**config.mk**
```make
export PLATFORM = sky130hd
export DESIGN_NAME = sss_setpoint
export DESIGN_NICKNAME = d
export VERILOG_FILES = /design/src/rtl/sss_setpoint.v
export VERILOG_INCLUDE_DIRS = /design/src /design/src/rtl
export SDC_FILE = /design/constraint.sdc
export NUM_CORES = 2
export LEC_CHECK = 0
export ABC_AREA = 1
export ABC_CLOCK_PERIOD_IN_PS = 4900
export CAP_MARGIN = 20
export CELL_PAD_IN_SITES_DETAIL_PLACEMENT = 1
export CELL_PAD_IN_SITES_GLOBAL_PLACEMENT = 1
export CORE_AREA = 2 2 309 311
export DETAILED_ROUTE_END_ITERATION = 10
export DIE_AREA = 0 0 311 313
export DONT_BUFFER_PORTS = 1
export PLACE_DENSITY_LB_ADDON = 0.1
export SETUP_SLACK_MARGIN = 0.2
export SLEW_MARGIN = 20
export SYNTH_ARGS = -nofsm -noshare
export SYNTH_HDL_FRONTEND = slang
export SYNTH_SLANG_ARGS = --single-unit
```
**constraint.sdc**
```tcl
create_clock -name i_clk -period 4.9 [get_ports i_clk]
set_input_delay 0.245 -clock i_clk [delete_from_list [all_inputs] [get_ports i_clk]]
set_output_delay 0.245 -clock i_clk [all_outputs]
set_load 0.005 [all_outputs]
```
**src/rtl/sss_consts.vh**
```
// What this block does
// - pot output rises while increase held, falls while decrease held
// - upward ramp rate set by a rise time, ten seconds by default
// - downward ramp rate set by a separate fall time, ten seconds default
// - start value, zero by default, loaded at first motor switch-on
// - bit 0 clear reloads start value; set restores value kept at switch-off
// - automatic mode: bit 1 clear gives instant change, set applies ramps
// - manual mode always applies the ramp times
// - bit 2 set softens ramp start so tiny changes can be entered
// - bit 3 keeps stored value across reset but not power-on reset, only with bit 0 set
// - bit 4 clear updates only with pulses enabled; set updates always
// - configuration bits reset to 00110
// - pot output clamped between lower and upper limits, both zero default
// - a selectable source value can be loaded into the pot
// - sixteen fixed setpoints selected by the four fixed-select digital inputs
// - direct mode sums the fixed setpoints of the four active select bits
// - binary mode uses the four select bits as index into sixteen setpoints
// - mode field equal to one means direct, anything else binary
// - main and additional setpoints each routable to fixed setpoint output
// - fieldbus source takes the second process word of the frame
`ifndef SSS_CONSTS_VH
`define SSS_CONSTS_VH
// ----------------------------------------------------------------
// register byte offsets
// ----------------------------------------------------------------
`define SSS_OFF_CFG 8'h00
`define SSS_OFF_RISE 8'h04
`define SSS_OFF_FALL 8'h08
`define SSS_OFF_INIT 8'h0C
`define SSS_OFF_UPPER 8'h10
`define SSS_OFF_LOWER 8'h14
`define SSS_OFF_LOADV 8'h18
`define SSS_OFF_ROUTE 8'h1C
`define SSS_OFF_STAT 8'h20
`define SSS_OFF_FIXED 8'h40
// ----------------------------------------------------------------
// fields, reset values, timing
// ----------------------------------------------------------------
`define SSS_CFG_RETAIN 0
`define SSS_CFG_AUTORAMP 1
`define SSS_CFG_ROUND 2
`define SSS_CFG_NV 3
`define SSS_CFG_FREE 4
`define SSS_CFG_RST 5'h06
`define SSS_TIME_RST_MS 16'h2710
`define SSS_CLK_MHZ 100
`define SSS_CYC_PER_MS (`SSS_CLK_MHZ * 1000)
`define SSS_REF_RPM 32'h0000_05DC
`define SSS_ROUND_RPM 16'h0010
`define SSS_SRC_ZERO 2'h0
`define SSS_SRC_POT 2'h1
`define SSS_SRC_FIXED 2'h2
`define SSS_SRC_BUS 2'h3
`define SSS_MODE_DIRECT 2'h1
`define SSS_RESP_OKAY 2'h0
`define SSS_RESP_SLVERR 2'h2
`endif

```
**src/rtl/sss_setpoint.v**
```verilog
// Chosen here: the AXI4-Lite interface to the registers and the register offsets.
`include "sss_consts.vh"
`default_nettype none

module sss_setpoint (
  input wire i_clk,
  input wire i_rst,
  input wire i_por,
  input wire i_pot_increase_cmd,
  input wire i_pot_decrease_cmd,
  input wire i_auto_manual_select,
  input wire i_switch_on,
  input wire i_pulse_enable,
  input wire i_pot_load,
  input wire [3:0] i_fixed_select,
  input wire [15:0] i_second_process_word,
  input wire [7:0] i_s_axi_awaddr,
  input wire i_s_axi_awvalid,
  output reg o_s_axi_awready,
  input wire [31:0] i_s_axi_wdata,
  input wire [3:0] i_s_axi_wstrb,
  input wire i_s_axi_wvalid,
  output reg o_s_axi_wready,
  output reg [1:0] o_s_axi_bresp,
  output reg o_s_axi_bvalid,
  input wire i_s_axi_bready,
  input wire [7:0] i_s_axi_araddr,
  input wire i_s_axi_arvalid,
  output reg o_s_axi_arready,
  output reg [31:0] o_s_axi_rdata,
  output reg [1:0] o_s_axi_rresp,
  output reg o_s_axi_rvalid,
  input wire i_s_axi_rready,
  output reg [15:0] o_pot_value,
  output reg [15:0] o_fixed_setpoint,
  output reg [15:0] o_main_setpoint,
  output reg [15:0] o_additional_setpoint
);

  // ----------------------------------------------------------------
  // functions
  // ----------------------------------------------------------------
  // limit a signed speed to [lo, hi]
  function [15:0] clamp;
    input [15:0] v;
    input [15:0] lo;
    input [15:0] hi;
    begin
      if ($signed(v) > $signed(hi)) begin
        clamp = hi;
      end else if ($signed(v) < $signed(lo)) begin
        clamp = lo;
      end else begin
        clamp = v;
      end
    end
  endfunction

  // merge a bus write into a 16-bit register by its two low byte lanes
  function [15:0] merge16;
    input [15:0] old;
    input [31:0] wd;
    input [3:0] st;
    begin
      merge16[7:0] = st[0] ? wd[7:0] : old[7:0];
      merge16[15:8] = st[1] ? wd[15:8] : old[15:8];
    end
  endfunction

  // route a source code to a setpoint value
  function [15:0] route;
    input [1:0] sel;
    input [15:0] pot;
    input [15:0] fix;
    input [15:0] bus;
    begin
      case (sel)
        `SSS_SRC_POT: route = pot;
        `SSS_SRC_FIXED: route = fix;
        `SSS_SRC_BUS: route = bus;
        default: route = 16'h0000;
      endcase
    end
  endfunction

  // ----------------------------------------------------------------
  // input synchronisers
  // ----------------------------------------------------------------
  reg [25:0] sync1_q;
  reg [25:0] sync2_q;
  wire [25:0] pins_w = {i_second_process_word, i_fixed_select, i_pot_load,
    i_pulse_enable, i_switch_on, i_auto_manual_select,
    i_pot_decrease_cmd, i_pot_increase_cmd};

  // two flops before any logic reads a pin
  always @(posedge i_clk) begin
    if (i_rst) begin
      sync1_q <= 26'h000_0000;
      sync2_q <= 26'h000_0000;
    end else begin
      sync1_q <= pins_w;
      sync2_q <= sync1_q;
    end
  end

  wire inc_w = sync2_q[0];
  wire dec_w = sync2_q[1];
  wire auto_w = sync2_q[2];
  wire on_w = sync2_q[3];
  wire pulse_w = sync2_q[4];
  wire load_w = sync2_q[5];
  wire [3:0] fsel_w = sync2_q[9:6];
  wire [15:0] bus_word_w = sync2_q[25:10];

  // ----------------------------------------------------------------
  // register file
  // ----------------------------------------------------------------
  reg [4:0] cfg_q;
  reg [15:0] rise_q;
  reg [15:0] fall_q;
  reg [15:0] init_q;
  reg [15:0] upper_q;
  reg [15:0] lower_q;
  reg [15:0] loadv_q;
  reg [4:0] route_q;
  reg [15:0] fixed_mem [0:15];
  reg [15:0] pot_q;

  wire wr_go_w = i_s_axi_awvalid && i_s_axi_wvalid && !o_s_axi_bvalid;
  wire rd_go_w = i_s_axi_arvalid && !o_s_axi_rvalid;
  wire [7:0] wa_w = {i_s_axi_awaddr[7:2], 2'b00};
  wire [7:0] ra_w = {i_s_axi_araddr[7:2], 2'b00};
  wire wfix_w = wa_w[7:6] == 2'b01;
  wire rfix_w = ra_w[7:6] == 2'b01;

  // write decode; address and data are taken together
  reg wok_d;
  always @* begin
    case (wa_w)
      `SSS_OFF_CFG, `SSS_OFF_RISE, `SSS_OFF_FALL, `SSS_OFF_INIT,
      `SSS_OFF_UPPER, `SSS_OFF_LOWER, `SSS_OFF_LOADV,
      `SSS_OFF_ROUTE: wok_d = 1'b1;
      default: wok_d = wfix_w;
    endcase
  end

  integer i;
  // register writes
  always @(posedge i_clk) begin
    if (i_rst) begin
      cfg_q <= `SSS_CFG_RST;
      rise_q <= `SSS_TIME_RST_MS;
      fall_q <= `SSS_TIME_RST_MS;
      init_q <= 16'h0000;
      upper_q <= 16'h0000;
      lower_q <= 16'h0000;
      loadv_q <= 16'h0000;
      route_q <= 5'h00;
      for (i = 0; i < 16; i = i + 1) begin
        fixed_mem[i] <= 16'h0000;
      end
    end else if (wr_go_w) begin
      case (wa_w)
        `SSS_OFF_CFG: cfg_q <= i_s_axi_wstrb[0] ? i_s_axi_wdata[4:0] : cfg_q;
        `SSS_OFF_RISE: rise_q <= merge16(rise_q, i_s_axi_wdata, i_s_axi_wstrb);
        `SSS_OFF_FALL: fall_q <= merge16(fall_q, i_s_axi_wdata, i_s_axi_wstrb);
        `SSS_OFF_INIT: init_q <= merge16(init_q, i_s_axi_wdata, i_s_axi_wstrb);
        `SSS_OFF_UPPER: upper_q <= merge16(upper_q, i_s_axi_wdata, i_s_axi_wstrb);
        `SSS_OFF_LOWER: lower_q <= merge16(lower_q, i_s_axi_wdata, i_s_axi_wstrb);
        `SSS_OFF_LOADV: loadv_q <= merge16(loadv_q, i_s_axi_wdata, i_s_axi_wstrb);
        `SSS_OFF_ROUTE: route_q <= i_s_axi_wstrb[0] ? i_s_axi_wdata[4:0] : route_q;
        default: begin
          if (wfix_w) begin
            fixed_mem[wa_w[5:2]] <= merge16(fixed_mem[wa_w[5:2]], i_s_axi_wdata,
              i_s_axi_wstrb);
          end
        end
      endcase
    end
  end

  // read mux
  reg [31:0] rdat_d;
  reg rok_d;
  always @* begin
    rok_d = 1'b1;
    case (ra_w)
      `SSS_OFF_CFG: rdat_d = {27'h0, cfg_q};
      `SSS_OFF_RISE: rdat_d = {16'h0, rise_q};
      `SSS_OFF_FALL: rdat_d = {16'h0, fall_q};
      `SSS_OFF_INIT: rdat_d = {16'h0, init_q};
      `SSS_OFF_UPPER: rdat_d = {16'h0, upper_q};
      `SSS_OFF_LOWER: rdat_d = {16'h0, lower_q};
      `SSS_OFF_LOADV: rdat_d = {16'h0, loadv_q};
      `SSS_OFF_ROUTE: rdat_d = {27'h0, route_q};
      `SSS_OFF_STAT: rdat_d = {9'h000, pulse_w, auto_w, on_w, fsel_w, pot_q};
      default: begin
        rdat_d = rfix_w ? {16'h0, fixed_mem[ra_w[5:2]]} : 32'h0000_0000;
        rok_d = rfix_w;
      end
    endcase
  end

  // bus handshakes and responses
  always @(posedge i_clk) begin
    if (i_rst) begin
      o_s_axi_awready <= 1'b0;
      o_s_axi_wready <= 1'b0;
      o_s_axi_bvalid <= 1'b0;
      o_s_axi_bresp <= `SSS_RESP_OKAY;
      o_s_axi_arready <= 1'b0;
      o_s_axi_rvalid <= 1'b0;
      o_s_axi_rresp <= `SSS_RESP_OKAY;
      o_s_axi_rdata <= 32'h0000_0000;
    end else begin
      o_s_axi_awready <= 1'b0;
      o_s_axi_wready <= 1'b0;
      o_s_axi_arready <= 1'b0;
      if (wr_go_w && !o_s_axi_awready) begin
        o_s_axi_awready <= 1'b1;
        o_s_axi_wready <= 1'b1;
        o_s_axi_bvalid <= 1'b1;
        o_s_axi_bresp <= wok_d ? `SSS_RESP_OKAY : `SSS_RESP_SLVERR;
      end else if (o_s_axi_bvalid && i_s_axi_bready) begin
        o_s_axi_bvalid <= 1'b0;
      end
      if (rd_go_w && !o_s_axi_arready) begin
        o_s_axi_arready <= 1'b1;
        o_s_axi_rvalid <= 1'b1;
        o_s_axi_rdata <= rdat_d;
        o_s_axi_rresp <= rok_d ? `SSS_RESP_OKAY : `SSS_RESP_SLVERR;
      end else if (o_s_axi_rvalid && i_s_axi_rready) begin
        o_s_axi_rvalid <= 1'b0;
      end
    end
  end

  // ----------------------------------------------------------------
  // potentiometer emulator
  // ----------------------------------------------------------------
  reg [31:0] acc_q;
  reg [31:0] per_up_q;
  reg [31:0] per_dn_q;
  reg [15:0] saved_q;
  reg keep_q;
  reg [15:0] soft_q;
  reg on_prev_q;
  reg load_prev_q;
  reg half_q;

  wire up_w = inc_w && !dec_w;
  wire dn_w = dec_w && !inc_w;
  // ramps skipped in automatic mode with bit 1 clear, and whenever the selected ramp time is zero
  wire instant_w = auto_w && !cfg_q[`SSS_CFG_AUTORAMP];
  wire run_w = pulse_w || cfg_q[`SSS_CFG_FREE];
  wire [31:0] per_w = up_w ? per_up_q : per_dn_q;
  wire [31:0] acc_w = acc_q + `SSS_REF_RPM;
  wire hit_w = acc_w >= per_w;
  wire soft_w = cfg_q[`SSS_CFG_ROUND] && soft_q < `SSS_ROUND_RPM;
  wire [15:0] next_w = up_w ? pot_q + 16'h0001 : pot_q - 16'h0001;
  wire keep_nv_w = cfg_q[`SSS_CFG_NV] && cfg_q[`SSS_CFG_RETAIN];

  // ramp period in cycles for one full reference sweep
  always @(posedge i_clk) begin
    if (i_rst) begin
      per_up_q <= 32'h0000_0000;
      per_dn_q <= 32'h0000_0000;
    end else begin
      per_up_q <= rise_q * `SSS_CYC_PER_MS;
      per_dn_q <= fall_q * `SSS_CYC_PER_MS;
    end
  end

  // value kept across switch-off, survives reset when stored non-volatile
  always @(posedge i_clk) begin
    if (i_por) begin
      saved_q <= 16'h0000;
      keep_q <= 1'b0;
    end else if (i_rst) begin
      if (!keep_q) begin
        saved_q <= 16'h0000;
      end
    end else begin
      keep_q <= keep_nv_w; // latched, since reset clears the config bits at once
      if (on_prev_q && !on_w) begin
        saved_q <= pot_q;
      end
    end
  end

  // output integration, loading and clamping
  always @(posedge i_clk) begin
    if (i_rst) begin
      pot_q <= 16'h0000;
      acc_q <= 32'h0000_0000;
      soft_q <= 16'h0000;
      half_q <= 1'b0;
      on_prev_q <= 1'b0;
      load_prev_q <= 1'b0;
    end else begin
      on_prev_q <= on_w;
      load_prev_q <= load_w;
      if (on_w && !on_prev_q) begin
        if (cfg_q[`SSS_CFG_RETAIN]) begin
          pot_q <= clamp(saved_q, lower_q, upper_q);
        end else begin
          pot_q <= clamp(init_q, lower_q, upper_q);
        end
        acc_q <= 32'h0000_0000;
      end else if (load_w && !load_prev_q) begin
        pot_q <= clamp(route_q[4] ? bus_word_w : loadv_q,
          lower_q, upper_q);
      end else if (!run_w || !(up_w || dn_w)) begin
        acc_q <= 32'h0000_0000;
        soft_q <= 16'h0000;
        pot_q <= clamp(pot_q, lower_q, upper_q);
      end else if (instant_w || per_w == 32'h0000_0000) begin
        pot_q <= up_w ? upper_q : lower_q;
      end else if (hit_w) begin
        acc_q <= acc_w - per_w;
        half_q <= !half_q;
        // soft start steps at half rate for the first few rpm
        if (!soft_w || half_q) begin
          pot_q <= clamp(next_w, lower_q, upper_q);
          soft_q <= soft_q + 16'h0001;
        end
      end else begin
        acc_q <= acc_w;
      end
    end
  end

  // ----------------------------------------------------------------
  // fixed setpoints and routing
  // ----------------------------------------------------------------
  reg [15:0] fix_d;
  always @* begin
    if (route_q[1:0] == `SSS_MODE_DIRECT) begin
      // sum of enabled entries, zero with none selected
      fix_d = (fsel_w[0] ? fixed_mem[0] : 16'h0000) +
        (fsel_w[1] ? fixed_mem[1] : 16'h0000) +
        (fsel_w[2] ? fixed_mem[2] : 16'h0000) +
        (fsel_w[3] ? fixed_mem[3] : 16'h0000);
    end else begin
      fix_d = fixed_mem[fsel_w];
    end
  end

  // registered setpoint outputs
  always @(posedge i_clk) begin
    if (i_rst) begin
      o_pot_value <= 16'h0000;
      o_fixed_setpoint <= 16'h0000;
      o_main_setpoint <= 16'h0000;
      o_additional_setpoint <= 16'h0000;
    end else begin
      o_pot_value <= pot_q;
      o_fixed_setpoint <= fix_d;
      o_main_setpoint <= route(route_q[3:2], pot_q, fix_d,
        bus_word_w);
      // additional source field shares route bits 4 and 1
      o_additional_setpoint <= route({route_q[4], route_q[1]}, pot_q, fix_d,
        bus_word_w);
    end
  end

endmodule // sss_setpoint

`default_nettype wire

```
== Yosys cells after proc, flatten, opt, wreduce, memory -nomap -nowiden ==
Memories as Yosys holds them, arrays and structs flattened. A register that Yosys moved wholly into a read port is not among the register bits.
Cells that the tools add are included.
Word-level totals
  bits in registers: 410
  memory bits (writable): 256
  bits of input ports: 86
  output and inout bits: 105
  logic and storage cells: 227
  memories kept: 1
Operators by class
  add/sub/neg operators: 8
  multiply operators: 2
  $lt $le $gt $ge: 12
  equality and inequality tests: 29
  muxes and demuxes: 63
  bitwise logic cells: 4
  reductions and logical operators: 69
Memories
  fixed_mem: words 16, bits a word 16, read ports 6, clocked after memory_dff 1, wr ports 16, line sss_setpoint.v:126  | reg [15:0] fixed_mem [0:15];
Operators with widths (number)
  16-bit 2-to-1 mux: 34
  23-bit one-hot mux with 9 select lines: 1
  32-bit 2-to-1 mux: 4
  16-bit one-hot mux with 3 select lines: 2
  16-bit > comparator: 5
  16-bit < comparator: 5
  16-bit by 12-bit multiplier with 27-bit output, second input constant: 2
  16-bit adder: 3
  6-bit by 3-bit == test with 1-bit output, second input constant: 8
  3-bit AND reduction: 15
  16-bit by 1-bit adder with 16-bit output, second input constant: 2
  32-bit by 11-bit adder with 32-bit output, second input constant: 1
  32-bit greater-or-equal comparator: 1
  32-bit logical NOT: 1
  32-bit subtractor: 1
  6-bit by 2-bit == test with 1-bit output, second input constant: 4
  8-bit logical NOT: 2
  16-bit by 5-bit < comparator with 1-bit output, second input constant: 1
  8-bit 2-to-1 mux: 2
  16-bit OR reduction: 1
  16-bit by 1-bit subtractor with 16-bit output, second input constant: 1
  1-bit logical AND: 15
  1-bit 2-to-1 mux: 15
  1-bit logical NOT: 14
  18 further kinds: 47

== Longest topological paths before layout ==
  word-level depth: 12
  gate-level depth with buffers: 32
  gate-level depth less buffers: 30

== Least setup slack after synthesis ==
No wires, ideal clock.
  path kind: reg-to-reg
  start: register fall_q[6]
  end: register per_dn_q[31]
  setup time: 70 ps
  arrival: 4005 ps
  data required time: 4830 ps
  setup slack: 825 ps
  stages on the path, launching flop included: 17
  path buffers: 0
  clock period less this slack: 4075 ps
  path through: dfxtp_1 -> ha_1 -> ha_1 -> fa_1 -> inv_1 -> fa_1 -> inv_1 -> fa_1 -> ha_1 -> nand2_1 -> nor2_1 -> nand2_1 -> o311ai_0 -> nand4_1 -> nand3_1 -> o21ai_0 -> a21oi_1
Between the ends
  cells in the longest elaborated chain, start to end: 1
RTL lines
  start, declared: line sss_setpoint.v:120  | reg [15:0] fall_q;
  start signal, assigned: line sss_setpoint.v:153  | fall_q <= `SSS_TIME_RST_MS;
  start signal, assigned: line sss_setpoint.v:166  | `SSS_OFF_FALL: fall_q <= merge16(fall_q, i_s_axi_wdata, i_s_axi_wstrb);
  16-bit by 12-bit multiplier with 27-bit output (no line)
  end signal, assigned: line sss_setpoint.v:270  | per_dn_q <= fall_q * `SSS_CYC_PER_MS;
  end, declared: line sss_setpoint.v:243  | reg [31:0] per_dn_q;
No other way between the ends.
A chain may end at the register's enable or synchronous reset.

== Worst setup path after layout ==
  start: register rise_q[7]
  end: register per_up_q[31]
Between the ends
  cells in the longest elaborated chain, start to end: 1
RTL lines
  start, declared: line sss_setpoint.v:119  | reg [15:0] rise_q;
  start signal, assigned: line sss_setpoint.v:152  | rise_q <= `SSS_TIME_RST_MS;
  start signal, assigned: line sss_setpoint.v:165  | `SSS_OFF_RISE: rise_q <= merge16(rise_q, i_s_axi_wdata, i_s_axi_wstrb);
  16-bit by 12-bit multiplier with 27-bit output (no line)
  end signal, assigned: line sss_setpoint.v:269  | per_up_q <= rise_q * `SSS_CYC_PER_MS;
  end, declared: line sss_setpoint.v:242  | reg [31:0] per_up_q;
No other way between the ends.

==> results.sh <==
export IMPL_wl_per_cell_um=25.95
export IMPL_max_stage_delay_ns=0.56
export IMPL_ys_warn_count=0
export IMPL_power_leakage_nw=22.75
export IMPL_gp_congestion=1.011
export IMPL_clkPwrFrac_pct=34.1
export IMPL_clkTransAtPathRegs_ns=0.06
export IMPL_p_per_area_nw_per_um2=346.9
export IMPL_via_count=45152
export IMPL_worst_pin_slew_ns=1.175
export IMPL_ys_ff_latch=643
export IMPL_power_switching_mw=6.497
export IMPL_met3_usage_pct=8.681
export IMPL_grt_busiest_layer="met2"
export IMPL_clk_latency_ns=0.68
export IMPL_clock_sinks=643
export IMPL_grt_max_degree=172
export IMPL_via_per_inst=6.104
export IMPL_fin_crit_sh_pct=92.40
export IMPL_dieArea_sq_um=97340
export IMPL_ys_types=61
export IMPL_final_common_cell="nand2_1"
export IMPL_numCtsBuffers=76
export IMPL_wl_mm=191.9
export IMPL_cpLargestDelayFamily="adder cells"
export IMPL_synth_avg_cell_area_sq_um=7.465
export IMPL_row_count=113
export IMPL_cp_cell_sequence="ha_1 -> ha_1 -> inv_1 -> fa_1 -> fa_1 -> fa_1 -> inv_1 -> ha_1 -> nand2_1 -> nor4_1 -> nand4_1 -> nand3_1 -> nand2_1 -> inv_1 -> o21ai_0 -> nand3b_1 -> a21oi_1"
export IMPL_fillers=11839
export IMPL_start_kind="flip-flop"
export IMPL_synth_edf_count=256
export IMPL_status="finished, violations left"
export IMPL_relSlewSlack_pct=21.58
export IMPL_power_frac_comb_pct=31.4
export IMPL_cts_root_buf="clkbuf_16"
export IMPL_use_met2_pct=59.39
export IMPL_violations="negative hold slack"
export IMPL_r2r_start="rise_q[7]"
export IMPL_ir_worst_vdd_uv=273.1
export IMPL_ys_flop_type="dfxtp_1"
export IMPL_intPower_mw=10.88
export IMPL_dieWidth_um=311
export IMPL_place_inst=7204
export IMPL_rsz0062_at_grt="yes"
export IMPL_switching_share_pct=37.38
export IMPL_seqPwrFrac_pct=34.5
export IMPL_startpoint="rise_q[7]"
export IMPL_ioPinCount=191
export IMPL_met1_usage_pct=50.70
export IMPL_layout_drive_gt1_share_pct=5.140
export IMPL_clk_path_buf_depth=3
export IMPL_synth_seq_area_share_pct=33.84
export IMPL_hold_class="input port to flip-flop"
export IMPL_setup_viol=0
export IMPL_cts_tree="yes"
export IMPL_netlist_area_sq_um=45610
export IMPL_postRouteAntennaNets=0
export IMPL_max_clock_freq_mhz=220.9
export IMPL_hpwl_mm=140.6
export IMPL_port_buffers=0
export IMPL_critPathArrivalTime_ns=5.04
export IMPL_htree_levels=3
export IMPL_async_reset_ff_share_pct=0
export IMPL_period_needed_ns=4.527
export IMPL_grt_pass1_vias=45549
export IMPL_skew_ns=0.02330
export IMPL_die_h_um=313
export IMPL_ff_latch_area_sq_um=15460
export IMPL_area_delta_synth_final_pct=9.828
export IMPL_timing_hold_violations_final=1
export IMPL_end_kind="flip-flop"
export IMPL_slew_violations=0
export IMPL_gr_usage_all_layers_pct=38.64
export IMPL_initial_core_util_pct=48.44
export IMPL_grt_first_pass_wirelength_mm=284.6
export IMPL_final_nets=6686
export IMPL_overflow=0
export IMPL_final_cells=7397
export IMPL_crit_required_ns=5.41
export IMPL_drt_initial_drc_count=4918
export IMPL_coreArea_sq_um=94160
export IMPL_min_delay_start="i_s_axi_araddr[5]"
export IMPL_maxCapViolCount=0
export IMPL_multi_input_area_sq_um=26030
export IMPL_fin_hold_ws_ns=-0.0007527
export IMPL_drc_errors=0
export IMPL_crit_slowest_cell="dfxtp_1"
export IMPL_netlist_instances=6110
export IMPL_setup_tns_final_ns=0
export IMPL_firstDrtPassIters=6
export IMPL_final_cell_mix="nand2_1, inv_1, nor2_1"
export IMPL_antenna_found_initial=7
export IMPL_path_class="flip-flop to flip-flop"
export IMPL_crit_fanout=6
export IMPL_critPathBufInv=3
==> final timing paths <==
path                                         end  slack, ns  cells past startpoint
worst max-delay path                per_up_q[31]       0.37                     17
worst min-delay path            o_s_axi_rresp[1]    -0.0008                      4
worst max register to register      per_up_q[31]       0.37                     17
worst min register to register       sync2_q[15]       0.40                      2
==> per-layer routing <==
metal	vias up	part of all wire (%)
met5	-	0.030
met3	559	10
met2	2196	43
met1	22041	40
met4	8	6.0
li1	20348	-
==> registers in the layout (all words and copies together), names as in the netlist, 23 cells and up <==
register and cells:
per_dn_q 27, sync2_q 26, per_up_q 27, fixed_mem 256
o_s_axi_rdata 23, acc_q 30, sync1_q 26
==> repair_timing <==
action	in CTS	in global routing
setup buffers	0	2
hold buffers	49	0
gates resized for setup	1	31
pin swaps	0	1
cloned	0	0
setup endpoints to repair	2	57
hold endpoints to repair	219	0
==> metrics by stage <==
stage               power [mW]  worst slack, ns  utilization [%]  hold slack [ns]  instance area (sq um)
global placement         11.07           0.3143            49.80           0.3153                  46900
finish                   17.38           0.3726            53.20       -0.0007527                  50100
global route             18.13           0.1271            53.20          0.03536                  50090
floorplan                9.659           0.8249                -           0.3141                  45650
CTS                      17.21           0.3076            53.08          0.01250                  49980
detailed placement       11.26           0.2870            49.82           0.3192                  46910
==> worst register-to-register path, cell delays in order, from the launching register on <==
cell and delay, ns:
dfxtp_1 0.56, ha_1 0.32, ha_1 0.30, inv_1 0.07, fa_1 0.51, fa_1 0.43
fa_1 0.49, inv_1 0.04, ha_1 0.33, nand2_1 0.13, nor4_1 0.38, nand4_1 0.23
nand3_1 0.17, nand2_1 0.07, inv_1 0.07, o21ai_0 0.11, nand3b_1 0.11, a21oi_1 0.06
==> layout make-up <==
cell class                 count  share of cell area, %
sequential                   643                  30.85
clock buffer                 100                  4.246
multi-input combinational   4385                  51.97
inverter                     809                  6.099
clock inverter                37                 0.8592
antenna                        3                0.01499
tap                         1265                  3.159
timing repair buffer         155                  2.800
==> Yosys cell counts (5+ instances only) <==
| cell type | number | share of area [%] |
|---|---|---|
| nand4_1 | 110 | 1.5 |
| a211oi_1 | 7 | 0.12 |
| clkbuf_1 | 212 | 1.7 |
| fa_1 | 120 | 5.3 |
| nand3_1 | 347 | 3.8 |
| xor2_1 | 47 | 0.90 |
| buf_2 | 18 | 0.20 |
| buf_1 | 26 | 0.21 |
| o211ai_1 | 162 | 2.7 |
| ha_1 | 410 | 11 |
| buf_6 | 8 | 0.20 |
| a221oi_1 | 18 | 0.35 |
| o22ai_1 | 22 | 0.30 |
| buf_4 | 19 | 0.31 |
| xnor2_1 | 22 | 0.42 |
| o21bai_1 | 14 | 0.23 |
| o21ai_1 | 24 | 0.26 |
| edfxtp_1 | 256 | 17 |
| clkinv_1 | 5 | 0.041 |
| nor2_1 | 683 | 5.6 |
| dfxtp_1 | 387 | 17 |
| o2111ai_1 | 8 | 0.15 |
| and2_1 | 6 | 0.082 |
| o21a_1 | 19 | 0.31 |
| a22oi_1 | 66 | 1.1 |
| nor3_1 | 53 | 0.58 |
| nor4_1 | 14 | 0.19 |
| o21ai_0 | 443 | 4.9 |
| a31oi_1 | 21 | 0.29 |
| nand2_2 | 8 | 0.11 |
| or2_2 | 8 | 0.11 |
| nand2_1 | 1190 | 9.8 |
| nor2_2 | 7 | 0.096 |
| inv_1 | 798 | 6.6 |
| a21oi_1 | 485 | 5.3 |
| a21o_1 | 16 | 0.26 |
| a21oi_2 | 6 | 0.12 |
==> power groups by stage <==
| stage | combinational [mW] | sequential (mW) | clock (mW) |
|---|---|---|---|
| 2_1_floorplan | 3.65 | 6.01 | 0 |
| 3_3_place_gp | 4.97 | 6.09 | 0 |
| 3_5_place_dp | 5.16 | 6.10 | 0 |
| 4_1_cts | 5.26 | 5.99 | 5.96 |
| 5_1_grt | 5.96 | 6.01 | 6.15 |
| 6_report | 5.45 | 6.00 | 5.93 |
==> cells by family after synthesis <==
logic type               after synthesis  share of synthesized area (%)
AO/OA/AOI/OAI                       1333                          16.74
flip-flops                           643                          33.84
other                                  1                       0.008221
XOR/XNOR                              69                          1.325
AND/OR/NAND/NOR                     2442                          22.24
adder cells (fa/ha/maj)              530                          16.51
buffers and inverters               1092                          9.332
Power figures use the tool's default switching activity.
